## src/dfra_defines.vh

```
// Constants for the frequency reference auxiliary block.
// Assumes a 32-bit AHB-Lite slave; byte offsets, field positions, reset values, timing.
`ifndef DFRA_DEFINES_VH
`define DFRA_DEFINES_VH
// ****************************************
// Register byte offsets
// ****************************************
`define DFRA_CTRL 8'h00
`define DFRA_SET_FREQ 8'h04
`define DFRA_JOG_FREQ 8'h08
`define DFRA_JOG_ACC 8'h0c
`define DFRA_JOG_DEC 8'h10
`define DFRA_RAMP_BASE 8'h14
`define DFRA_SKIP1 8'h34
`define DFRA_SKIP2 8'h38
`define DFRA_SKIP_AMP 8'h3c
`define DFRA_ACC_SW 8'h40
`define DFRA_DEC_SW 8'h44
`define DFRA_DEAD 8'h48
`define DFRA_LOW_LIM 8'h4c
`define DFRA_MAX_FREQ 8'h50
`define DFRA_DROOP 8'h54
`define DFRA_PON_THR 8'h58
`define DFRA_RUN_THR 8'h5c
`define DFRA_STATUS 8'h60
`define DFRA_HOURS 8'h64
`define DFRA_IRQ_STAT 8'h68
`define DFRA_IRQ_MASK 8'h6c
// ****************************************
// Control fields
// ****************************************
`define DFRA_C_RUN 0
`define DFRA_C_REV 1
`define DFRA_C_SKIP_RAMP 2
`define DFRA_C_REV_INH 3
`define DFRA_C_LOW_MODE_LO 4
`define DFRA_C_JOG_PRIO 6
`define DFRA_C_MOTOR1 7
`define DFRA_C_FREE_STOP 8
`define DFRA_C_DI_GROUP 9
`define DFRA_C_START_MODE 10
`define DFRA_CTRL_RST 12'h080
// ****************************************
// Reset values and timing
// ****************************************
`define DFRA_JOG_FREQ_RST 16'h0258
`define DFRA_MAX_FREQ_RST 16'h1388
`define DFRA_RAMP_RST 16'h0064
`define DFRA_CLK_HZ 10000000
`define DFRA_TENTH_S_NUM 1
`define DFRA_TENTH_S_DEN 10
`define DFRA_TENTH_CYC (`DFRA_CLK_HZ * `DFRA_TENTH_S_NUM / `DFRA_TENTH_S_DEN)
`define DFRA_HOUR_S 40'h0000000e10
`define DFRA_HOUR_CYC (`DFRA_TENTH_CYC * 10 * `DFRA_HOUR_S)
`endif

```

## src/dfra_freq_ref.v

```verilog
// Frequency reference auxiliary shaping: jog, ramp groups, skip bands, direction,
// lower limit, droop and hour thresholds, with an AHB-Lite register slave.
// Assumes one clock hclk at 10 MHz, terminals arriving asynchronously, load from hclk.
`include "dfra_defines.vh"
module dfra_freq_ref #(
  parameter TENTH_CYC = `DFRA_TENTH_CYC,
  parameter HOUR_CYC = `DFRA_HOUR_CYC
) (
  input wire hclk,
  input wire hresetn,
  input wire hsel,
  input wire [31:0] haddr,
  input wire [1:0] htrans,
  input wire hwrite,
  input wire [2:0] hsize,
  input wire [31:0] hwdata,
  input wire hready,
  output reg hreadyout,
  output reg hresp,
  output reg [31:0] hrdata,
  input wire [3:0] digital_input_terminal,
  input wire [6:0] load_pct,
  output reg [15:0] out_freq,
  output reg out_rev,
  output reg running,
  output reg do_poweron_reached,
  output reg do_run_reached,
  output reg irq
);
  // ****************************************
  // Constants and helpers
  // ****************************************
  localparam [1:0] ST_IDLE = 2'd0;
  localparam [1:0] ST_RUN = 2'd1;
  localparam [1:0] ST_DEAD = 2'd2;
  localparam [39:0] TENTH_W = TENTH_CYC;
  localparam [39:0] HOUR_W = HOUR_CYC;

  // Strict interior of a skip band; zero point means unused
  function in_band;
    input [15:0] f;
    input [15:0] s;
    input [15:0] a;
    begin
      in_band = (s != 16'h0000) && ({1'b0, f} + {1'b0, a} > {1'b0, s}) &&
        ({1'b0, f} < {1'b0, s} + {1'b0, a});
    end
  endfunction

  // ****************************************
  // Register file and AHB-Lite slave
  // ****************************************
  reg [11:0] ctrl_q;
  reg [15:0] set_freq_q, jog_target_freq_q, jog_accel_time_q, jog_decel_time_q;
  reg [15:0] ramp_q [0:7];
  reg [15:0] skip_freq_one_q, skip_freq_two_q, skip_band_amplitude_q;
  reg [15:0] accel_switch_point_q, decel_switch_point_q, direction_dead_time_q;
  reg [15:0] low_limit_q, max_freq_q, droop_amount_q;
  reg [15:0] poweron_hours_threshold_q, run_hours_threshold_q;
  reg [3:0] irq_stat_q, irq_mask_q;
  reg wr_pend_q;
  reg [7:0] wr_addr_q;
  reg [3:0] evt;
  reg [15:0] poweron_hours_count_q, run_hours_count_q;
  reg [15:0] cur_q;
  reg cur_rev_q;
  reg [1:0] st_q;
  integer i;

  wire addr_ok = hsel & htrans[1] & hready;
  wire [7:0] a_addr = haddr[7:0];

  // Write data phase, status W1C where a new event wins over the clear
  always @(posedge hclk or negedge hresetn) begin
    if (!hresetn) begin
      wr_pend_q <= 1'b0;
      wr_addr_q <= 8'h00;
      ctrl_q <= `DFRA_CTRL_RST;
      set_freq_q <= 16'h0000;
      jog_target_freq_q <= `DFRA_JOG_FREQ_RST;
      jog_accel_time_q <= `DFRA_RAMP_RST;
      jog_decel_time_q <= `DFRA_RAMP_RST;
      for (i = 0; i < 8; i = i + 1) begin
        ramp_q[i] <= `DFRA_RAMP_RST;
      end
      skip_freq_one_q <= 16'h0000;
      skip_freq_two_q <= 16'h0000;
      skip_band_amplitude_q <= 16'h0000;
      accel_switch_point_q <= 16'h0000;
      decel_switch_point_q <= 16'h0000;
      direction_dead_time_q <= 16'h0000;
      low_limit_q <= 16'h0000;
      max_freq_q <= `DFRA_MAX_FREQ_RST;
      droop_amount_q <= 16'h0000;
      poweron_hours_threshold_q <= 16'h0000;
      run_hours_threshold_q <= 16'h0000;
      irq_stat_q <= 4'h0;
      irq_mask_q <= 4'h0;
    end else begin
      wr_pend_q <= addr_ok & hwrite;
      wr_addr_q <= a_addr;
      irq_stat_q <= irq_stat_q | evt;
      if (wr_pend_q) begin
        case (wr_addr_q)
          `DFRA_CTRL: ctrl_q <= hwdata[11:0];
          `DFRA_SET_FREQ: set_freq_q <= hwdata[15:0];
          `DFRA_JOG_FREQ: jog_target_freq_q <= hwdata[15:0];
          `DFRA_JOG_ACC: jog_accel_time_q <= hwdata[15:0];
          `DFRA_JOG_DEC: jog_decel_time_q <= hwdata[15:0];
          `DFRA_SKIP1: skip_freq_one_q <= hwdata[15:0];
          `DFRA_SKIP2: skip_freq_two_q <= hwdata[15:0];
          `DFRA_SKIP_AMP: skip_band_amplitude_q <= hwdata[15:0];
          `DFRA_ACC_SW: accel_switch_point_q <= hwdata[15:0];
          `DFRA_DEC_SW: decel_switch_point_q <= hwdata[15:0];
          `DFRA_DEAD: direction_dead_time_q <= hwdata[15:0];
          `DFRA_LOW_LIM: low_limit_q <= hwdata[15:0];
          `DFRA_MAX_FREQ: max_freq_q <= hwdata[15:0];
          `DFRA_DROOP: droop_amount_q <= hwdata[15:0];
          `DFRA_PON_THR: poweron_hours_threshold_q <= hwdata[15:0];
          `DFRA_RUN_THR: run_hours_threshold_q <= hwdata[15:0];
          `DFRA_IRQ_STAT: irq_stat_q <= (irq_stat_q & ~hwdata[3:0]) | evt;
          `DFRA_IRQ_MASK: irq_mask_q <= hwdata[3:0];
          default: begin
            if (wr_addr_q >= `DFRA_RAMP_BASE && wr_addr_q < `DFRA_SKIP1) begin
              ramp_q[wr_addr_q[4:2] - 3'd5] <= hwdata[15:0];
            end
          end
        endcase
      end
    end
  end

  // Read data captured at the address phase, zero for unmapped offsets
  reg [31:0] rd_d;
  always @* begin
    rd_d = 32'h00000000;
    case (a_addr)
      `DFRA_CTRL: rd_d = {20'h00000, ctrl_q};
      `DFRA_SET_FREQ: rd_d = {16'h0000, set_freq_q};
      `DFRA_JOG_FREQ: rd_d = {16'h0000, jog_target_freq_q};
      `DFRA_JOG_ACC: rd_d = {16'h0000, jog_accel_time_q};
      `DFRA_JOG_DEC: rd_d = {16'h0000, jog_decel_time_q};
      `DFRA_SKIP1: rd_d = {16'h0000, skip_freq_one_q};
      `DFRA_SKIP2: rd_d = {16'h0000, skip_freq_two_q};
      `DFRA_SKIP_AMP: rd_d = {16'h0000, skip_band_amplitude_q};
      `DFRA_ACC_SW: rd_d = {16'h0000, accel_switch_point_q};
      `DFRA_DEC_SW: rd_d = {16'h0000, decel_switch_point_q};
      `DFRA_DEAD: rd_d = {16'h0000, direction_dead_time_q};
      `DFRA_LOW_LIM: rd_d = {16'h0000, low_limit_q};
      `DFRA_MAX_FREQ: rd_d = {16'h0000, max_freq_q};
      `DFRA_DROOP: rd_d = {16'h0000, droop_amount_q};
      `DFRA_PON_THR: rd_d = {16'h0000, poweron_hours_threshold_q};
      `DFRA_RUN_THR: rd_d = {16'h0000, run_hours_threshold_q};
      `DFRA_STATUS: rd_d = {12'h000, st_q, running, cur_rev_q, cur_q};
      `DFRA_HOURS: rd_d = {run_hours_count_q, poweron_hours_count_q};
      `DFRA_IRQ_STAT: rd_d = {28'h0000000, irq_stat_q};
      `DFRA_IRQ_MASK: rd_d = {28'h0000000, irq_mask_q};
      default: begin
        if (a_addr >= `DFRA_RAMP_BASE && a_addr < `DFRA_SKIP1) begin
          rd_d = {16'h0000, ramp_q[a_addr[4:2] - 3'd5]};
        end
      end
    endcase
  end

  always @(posedge hclk or negedge hresetn) begin
    if (!hresetn) begin
      hreadyout <= 1'b1;
      hresp <= 1'b0;
      hrdata <= 32'h00000000;
    end else begin
      hreadyout <= 1'b1;
      hresp <= 1'b0;
      if (addr_ok && !hwrite) begin
        hrdata <= rd_d;
      end
    end
  end

  // ****************************************
  // Terminal synchronisers: 0 fwd jog, 1 rev jog, 3:2 ramp group
  // ****************************************
  reg [3:0] di_s1_q, di_s2_q, di_s3_q, di_q;
  always @(posedge hclk or negedge hresetn) begin
    if (!hresetn) begin
      di_s1_q <= 4'h0;
      di_s2_q <= 4'h0;
      di_s3_q <= 4'h0;
      di_q <= 4'h0;
    end else begin
      di_s1_q <= digital_input_terminal;
      di_s2_q <= di_s1_q;
      di_s3_q <= di_s2_q;
      di_q <= (di_s2_q & di_s3_q) | (di_q & (di_s2_q | di_s3_q));
    end
  end

  // ****************************************
  // Target selection
  // ****************************************
  wire run_cmd = ctrl_q[`DFRA_C_RUN];
  wire jog_req = di_q[0] ^ di_q[1];
  wire [1:0] low_mode = ctrl_q[`DFRA_C_LOW_MODE_LO+1:`DFRA_C_LOW_MODE_LO];
  reg jog_act_q;
  reg [15:0] tgt, sf;
  reg tgt_rev, tgt_run, rev_refused, low_stop;
  always @* begin
    sf = (set_freq_q > max_freq_q) ? max_freq_q : set_freq_q;
    low_stop = 1'b0;
    if (sf < low_limit_q) begin
      case (low_mode)
        2'd0: sf = low_limit_q;
        2'd1: begin
          sf = 16'h0000;
          low_stop = 1'b1;
        end
        default: sf = 16'h0000;
      endcase
    end
    // Skip band holds the nearer edge
    if (in_band(sf, skip_freq_one_q, skip_band_amplitude_q)) begin
      sf = (sf < skip_freq_one_q) ? skip_freq_one_q - skip_band_amplitude_q :
        skip_freq_one_q + skip_band_amplitude_q;
    end else if (in_band(sf, skip_freq_two_q, skip_band_amplitude_q)) begin
      sf = (sf < skip_freq_two_q) ? skip_freq_two_q - skip_band_amplitude_q :
        skip_freq_two_q + skip_band_amplitude_q;
    end
    if (jog_act_q) begin
      tgt = jog_target_freq_q;
      tgt_rev = di_q[1];
      tgt_run = 1'b1;
    end else begin
      tgt = sf;
      tgt_rev = ctrl_q[`DFRA_C_REV];
      tgt_run = run_cmd & ~low_stop;
    end
    rev_refused = tgt_rev & ctrl_q[`DFRA_C_REV_INH] & tgt_run;
    if (rev_refused) begin
      tgt_run = 1'b0;
    end
    if (!tgt_run) begin
      tgt = 16'h0000;
    end
  end

  // Jog admission: idle or no run command always, running under a run command only with priority
  always @(posedge hclk or negedge hresetn) begin
    if (!hresetn) begin
      jog_act_q <= 1'b0;
    end else if (!jog_req) begin
      jog_act_q <= 1'b0;
    end else if (!run_cmd || ctrl_q[`DFRA_C_JOG_PRIO] || st_q == ST_IDLE) begin
      jog_act_q <= 1'b1;
    end
  end

  // A run begun by jog keeps jog ramps and ramp stop until idle or a run command
  reg jog_run_q;
  always @(posedge hclk or negedge hresetn) begin
    if (!hresetn) begin
      jog_run_q <= 1'b0;
    end else if (jog_act_q) begin
      jog_run_q <= 1'b1;
    end else if (st_q == ST_IDLE || tgt_run) begin
      jog_run_q <= 1'b0;
    end
  end

  // ****************************************
  // Ramp time selection
  // ****************************************
  wire need_zero = (tgt_rev != cur_rev_q) && cur_q != 16'h0000;
  wire up = !need_zero && tgt > cur_q;
  reg [15:0] rtime;
  reg [1:0] grp;
  always @* begin
    if (ctrl_q[`DFRA_C_DI_GROUP]) begin
      grp = di_q[3:2];
    end else if (ctrl_q[`DFRA_C_MOTOR1]) begin
      grp = up ? {1'b0, cur_q >= accel_switch_point_q} :
        {1'b0, cur_q <= decel_switch_point_q};
    end else begin
      grp = 2'd0;
    end
    if (jog_act_q || jog_run_q) begin
      rtime = up ? jog_accel_time_q : jog_decel_time_q;
    end else begin
      rtime = ramp_q[{grp, ~up}];
    end
  end

  // ****************************************
  // Ramp generator and direction dead time
  // ****************************************
  reg [39:0] racc_q, dead_cnt_q;
  reg [15:0] dead_tenths_q;
  wire [39:0] rthr = rtime * TENTH_W;
  wire [39:0] racc_n = racc_q + {24'h000000, max_freq_q};
  wire step_ok = (rtime == 16'h0000) || (racc_n >= rthr);
  wire free_stop = ctrl_q[`DFRA_C_FREE_STOP] && !jog_act_q && !jog_run_q && !tgt_run;
  reg [15:0] nxt;
  always @* begin
    nxt = up ? cur_q + 16'h0001 : cur_q - 16'h0001;
    if (ctrl_q[`DFRA_C_SKIP_RAMP]) begin
      if (in_band(nxt, skip_freq_one_q, skip_band_amplitude_q)) begin
        nxt = up ? skip_freq_one_q + skip_band_amplitude_q :
          skip_freq_one_q - skip_band_amplitude_q;
      end else if (in_band(nxt, skip_freq_two_q, skip_band_amplitude_q)) begin
        nxt = up ? skip_freq_two_q + skip_band_amplitude_q :
          skip_freq_two_q - skip_band_amplitude_q;
      end
    end
    if (rtime == 16'h0000) begin
      nxt = need_zero ? 16'h0000 : tgt;
    end
  end

  always @(posedge hclk or negedge hresetn) begin
    if (!hresetn) begin
      st_q <= ST_IDLE;
      cur_q <= 16'h0000;
      cur_rev_q <= 1'b0;
      racc_q <= 40'h0000000000;
      dead_cnt_q <= 40'h0000000000;
      dead_tenths_q <= 16'h0000;
    end else begin
      case (st_q)
        ST_IDLE: begin
          racc_q <= 40'h0000000000;
          if (tgt_run && tgt != 16'h0000) begin
            st_q <= ST_RUN; // Direct start; startup mode is not applied
            cur_rev_q <= tgt_rev;
          end
        end
        ST_RUN: begin
          if (free_stop) begin
            cur_q <= 16'h0000;
            st_q <= ST_IDLE;
          end else if (cur_q == 16'h0000 && !tgt_run) begin
            st_q <= ST_IDLE;
          end else if (cur_q == 16'h0000 && tgt_rev != cur_rev_q) begin
            st_q <= ST_DEAD;
            dead_cnt_q <= 40'h0000000000;
            dead_tenths_q <= 16'h0000;
          end else if (cur_q != tgt || need_zero) begin
            if (step_ok) begin
              cur_q <= nxt;
              racc_q <= (rtime == 16'h0000) ? 40'h0000000000 : racc_n - rthr;
            end else begin
              racc_q <= racc_n;
            end
          end else begin
            racc_q <= 40'h0000000000;
          end
        end
        ST_DEAD: begin
          // Output held at 0 Hz while counting tenths of a second
          if (!tgt_run) begin
            st_q <= ST_IDLE;
          end else if (dead_tenths_q >= direction_dead_time_q) begin
            cur_rev_q <= tgt_rev;
            st_q <= ST_RUN;
          end else if (dead_cnt_q == TENTH_W - 40'h0000000001) begin
            dead_cnt_q <= 40'h0000000000;
            dead_tenths_q <= dead_tenths_q + 16'h0001;
          end else begin
            dead_cnt_q <= dead_cnt_q + 40'h0000000001;
          end
        end
        default: st_q <= ST_IDLE;
      endcase
    end
  end

  // ****************************************
  // Droop and outputs
  // ****************************************
  wire [22:0] droop_prod = droop_amount_q * load_pct;
  wire [22:0] droop_quot = droop_prod / 23'd100;
  wire [15:0] droop_hz = droop_quot[15:0];
  always @(posedge hclk or negedge hresetn) begin
    if (!hresetn) begin
      out_freq <= 16'h0000;
      out_rev <= 1'b0;
      running <= 1'b0;
    end else begin
      out_freq <= (cur_q > droop_hz) ? cur_q - droop_hz : 16'h0000;
      out_rev <= cur_rev_q;
      running <= (st_q != ST_IDLE);
    end
  end

  // ****************************************
  // Hour counters, thresholds and interrupt
  // ****************************************
  reg [39:0] pon_cyc_q, run_cyc_q;
  always @(posedge hclk or negedge hresetn) begin
    if (!hresetn) begin
      pon_cyc_q <= 40'h0000000000;
      run_cyc_q <= 40'h0000000000;
      poweron_hours_count_q <= 16'h0000;
      run_hours_count_q <= 16'h0000;
      do_poweron_reached <= 1'b0;
      do_run_reached <= 1'b0;
      irq <= 1'b0;
    end else begin
      if (pon_cyc_q == HOUR_W - 40'h0000000001) begin
        pon_cyc_q <= 40'h0000000000;
        if (poweron_hours_count_q != 16'hffff) begin
          poweron_hours_count_q <= poweron_hours_count_q + 16'h0001;
        end
      end else begin
        pon_cyc_q <= pon_cyc_q + 40'h0000000001;
      end
      if (st_q != ST_IDLE) begin
        if (run_cyc_q == HOUR_W - 40'h0000000001) begin
          run_cyc_q <= 40'h0000000000;
          if (run_hours_count_q != 16'hffff) begin
            run_hours_count_q <= run_hours_count_q + 16'h0001;
          end
        end else begin
          run_cyc_q <= run_cyc_q + 40'h0000000001;
        end
      end
      do_poweron_reached <= poweron_hours_count_q >= poweron_hours_threshold_q;
      do_run_reached <= run_hours_count_q >= run_hours_threshold_q;
      irq <= |(irq_stat_q & irq_mask_q);
    end
  end

  // Events: hour thresholds rising, reverse refused, stop below limit
  reg rev_ref_q, low_stop_q;
  always @(posedge hclk or negedge hresetn) begin
    if (!hresetn) begin
      rev_ref_q <= 1'b0;
      low_stop_q <= 1'b0;
    end else begin
      rev_ref_q <= rev_refused;
      low_stop_q <= low_stop & run_cmd;
    end
  end
  always @* begin
    evt[0] = (poweron_hours_count_q >= poweron_hours_threshold_q) & ~do_poweron_reached;
    evt[1] = (run_hours_count_q >= run_hours_threshold_q) & ~do_run_reached;
    evt[2] = rev_refused & ~rev_ref_q;
    evt[3] = low_stop & run_cmd & ~low_stop_q;
  end
endmodule // dfra_freq_ref

```

## config.mk

```make
export PLATFORM = sky130hd
export DESIGN_NAME = dfra_freq_ref
export DESIGN_NICKNAME = d
export VERILOG_FILES = /design/src/dfra_freq_ref.v
export VERILOG_INCLUDE_DIRS = /design/src
export SDC_FILE = /design/constraint.sdc
export NUM_CORES = 2
export LEC_CHECK = 0
export BUFFER_PORTS_ARGS = -buffer_cell sky130_fd_sc_hd__buf_4
export CAP_MARGIN = 10
export CORE_MARGIN = 4
export CORE_UTILIZATION = 59
export DETAILED_ROUTE_END_ITERATION = 8
export PLACE_DENSITY = 0.79
export SETUP_SLACK_MARGIN = 0.1
export SKIP_LAST_GASP = 1
export SYNTH_ARGS = -nofsm -noshare
export SYNTH_HDL_FRONTEND = slang
export SYNTH_SLANG_ARGS = --single-unit
```

## constraint.sdc

```tcl
create_clock -name hclk -period 20.9 [get_ports hclk]
set_input_delay 3.135 -clock hclk [delete_from_list [all_inputs] [get_ports hclk]]
set_output_delay 3.135 -clock hclk [all_outputs]
set_load 0.005 [all_outputs]
```

==> reports/qor.csv <==
metric;value;unit
max_cap viols;0;
Crit Path Class;register to register;
FP Rows;114;
worst hold margin;0.348;ns
R2R setup slack;0.1;ns
Setup Total Neg Slack;0;ns
Slew Limit Headroom;0.203;
IO buf count;93;
Worst setup EP type;register;
residual DRC count;0;
first-pass GRT wire length;290;mm
DRT antenna net count;0;
largest net degree at the start of global routing;164;
share of flip-flops with an asynchronous set or reset;1.00;
TritonCTS buffer count;77;
htree depth;3;
cts hold-fix bufs;0;
GP Congestion;1.07;
share of Yosys cell area claimed by the top area cell type;0.285;
area of the multi-input gates;38700;sq um
via count;50100;
Crit path required time;21.41;ns
Critical Path Slowest Stage Cell;mux4_2;
RSZ-0062 raised after global routing;true;
final setup vio count;0;
hold_sp;di_s1_q[1];
Layout area overhead;15.8;%
crit-path max FO;8;
leading area contributor after synthesis;dfrtp_1;
EDFF count, synth;0;
largest buffer count on any clock path;3;
Detail Placement HPWL;143;mm
antenna violations before repair;5;
remaining global-route overflow;0;
worst-case reg-to-reg path depth;121;
Final WS setup;0.0998;ns
Ports;140;
DRT met1 WL;74.4;mm
WL met2;85.5;mm
Gate Count Post-Synth;5994;
DRT iter0 DRCs;5043;
post-route minimum period;20.80;ns
Synth cell types;125;
mapped cell area;57700;sq um
worst r2r src;max_freq_q[1];
clk sinks;697;
nets;7245;
Top FF cell, synth;dfrtp_1;
FF/Latch Area;17500;sq um
Post-Synth XOR/XNOR Area;0.0578;
Initial Utilization;0.596;
yosys warns;0;
Fmax;48.1;MHz
vias in the first global route;49500;
post-synthesis adder-cell area fraction;0.183;
Die X;321;microns
final WL;192;mm
Final Max Slew Viols;0;
crit path launch type;register;
clk_skew;0.0512;ns
area of the die;103000;sq um
Vias/cell;6.47;
Syn Area/Cell;9.62;sq um
Place WS;-1.08;ns
worst-margin pin slew;1.19;ns
status;finished clean;
worst hold path depth;0;
Routed WL per cell;24.8;microns
Die Ht;321;microns
worst r2r dst;cur_q[15];
Seq/Total Area, Yosys;0.303;
compound-gate portion of the synthesized area;0.156;
Top Layer Used;met5;
Core Area;96900;sq um
Clock Latency Late Sink;0.67;ns
filler cell count;7159;
Crit path largest cell delay;0.52;ns
DR WL met3;18.9;mm
register bit total from synthesis;697;
top post-synthesis cells by area;dfrtp_1 29%, ha_1 13%, mux2_2 8.0%, fa_1 4.7%, xnor2_1 3.7%;
Hold Crit Endpoint;di_s2_q[1];
CTS root buffer;clkbuf_16;
CTS tree;yes;
Arr. time, crit path;21.31;ns
post-synthesis mux area share;0.124;
Hold Path Class;register to register;
Mapped Nets;6833;
share of cells above drive strength 1;0.226;
Fin. Hold Viols;0;
Synth Area in Simple Gates;0.130;
DR pass1 iterations;8;
final worst-path cycle share;0.995;
crit-path most repeated cell;a21oi_2;
largest family of logic cells by synthesized area;adder cells;
clock-pin slew on the worst setup and hold paths;0.07;ns
GRT Util Overall;0.364;
[worst max-delay path: cells and delay by family, from the launching register on]
family	cells	cell delay (ns)
AOI/OAI and AO/OA	61	9.15
adders and majority gates	14	4.75
buffers and inverters	23	2.65
and+or+nand+nor	17	2.35
muxes	4	1.08
DFF	1	0.40
xor gates and xnor gates	2	0.25
[stage by stage]
step	utilization	cells	cell area, sq um
final	0.689	7746	66800
after global routing	0.689	7742	66800
after CTS	0.674	7695	65300
after detailed placement	0.643	7534	62300
after global placement	0.643	7534	62300
after floorplan	-	5994	57700
[synth_stat cells (51+ instances only)]
cell,number
nor2_1,397
clkbuf_1,201
mux2i_1,144
nand2_1,337
o21ai_0,282
a21o_1,105
a22o_1,78
fa_1,134
nor2b_1,77
a22oi_1,73
a21oi_1,377
dfrtp_1,657
xor2_1,128
inv_1,475
mux2_2,408
ha_1,620
xnor2_1,244
nand4_1,120
o21bai_1,59
and3_1,53
nand2b_1,96
and2_1,110
nand3_1,132
nor3_1,51
[final cells by class]
cell class / count / share of cell area
Inverter: 478 / 0.0269
Clock buffer: 109 / 0.0329
Clock inverter: 30 / 0.00738
Antenna cell: 4 / 0.000150
Sequential cell: 697 / 0.262
Tap cell: 1276 / 0.0239
Multi-Input combinational cell: 4598 / 0.580
Timing Repair Buffer: 554 / 0.0668
[per-layer routing]
layer,vias up,global-route usage
met3,642,0.0809
met5,-,0
li1,22400,-
met2,2527,0.567
met4,4,0.208
met1,24600,0.470
[registers in the layout, summed over array words and instances, names as in the netlist, 32 cells and up]
signal      cells
ramp_q        128
hrdata         32
racc_q         40
dead_cnt_q     40
run_cyc_q      40
pon_cyc_q      40
[cells by family after synthesis]
family                   count (synthesis)
other                                    2
AO/OA/AOI/OAI                         1345
flip-flops                             697
XOR/XNOR                               376
multiplexers                           601
AND/OR/NAND/NOR                       1512
adder cells (fa/ha/maj)                762
buffers and inverters                  699
[repair_timing]
action                                  in CTS  in global routing
setup buffers                               20                 44
endpoints found under the hold margin        0                  0
endpoints found under the setup margin      50                 66
gates cloned                                 2                  4
pin swaps                                   35                175
gates resized for setup                     69                286
[how the worst max path moves through the flow]
stage / from / end / cells past startpoint
3_5_place_dp: set_freq_q[1] / cur_q[5] / 114
5_1_grt: max_freq_q[1] / racc_q[37] / 126
3_3_place_gp: set_freq_q[1] / racc_q[37] / 115
6_report: max_freq_q[1] / cur_q[15] / 121
2_1_floorplan: max_freq_q[1] / racc_q[6] / 115
4_1_cts: set_freq_q[1] / cur_q[10] / 123
[cell usage in the layout (no fill, tap or decap), types with 21 or more instances in the layout]
cell type  netlist  final
dfrtp_1        657    657
ha_1           620    605
buf_4            2    518
inv_1          475    461
mux2_2         408    407
nor2_1         397    379
a21oi_1        377    334
nand2_1        337    322
xnor2_1        244    239
o21ai_0        282    194
mux2i_1        144    134
fa_1           134    133
nand3_1        132    132
xor2_1         128    126
nand4_1        120    120
and2_1         110    106
a21o_1         105    105
nand2b_1        96     96
clkbuf_16        0     82
a22o_1          78     78
nor2b_1         77     76
a22oi_1         73     73
o21bai_1        59     58
o21ai_1         16     53
and3_1          53     52
mux4_2          48     48
nor3_1          51     46
o21ai_2          1     45
nor4_1          49     43
a21oi_2          1     41
a221oi_1        40     40
dfstp_2         40     40
o21a_1          39     38
o211ai_1        29     29
or3_1           27     27
a211oi_1        27     21
Power is left out: the tool's default activity adds up to more than one toggle a clock period on the data nets, which glitch-free logic cannot reach.
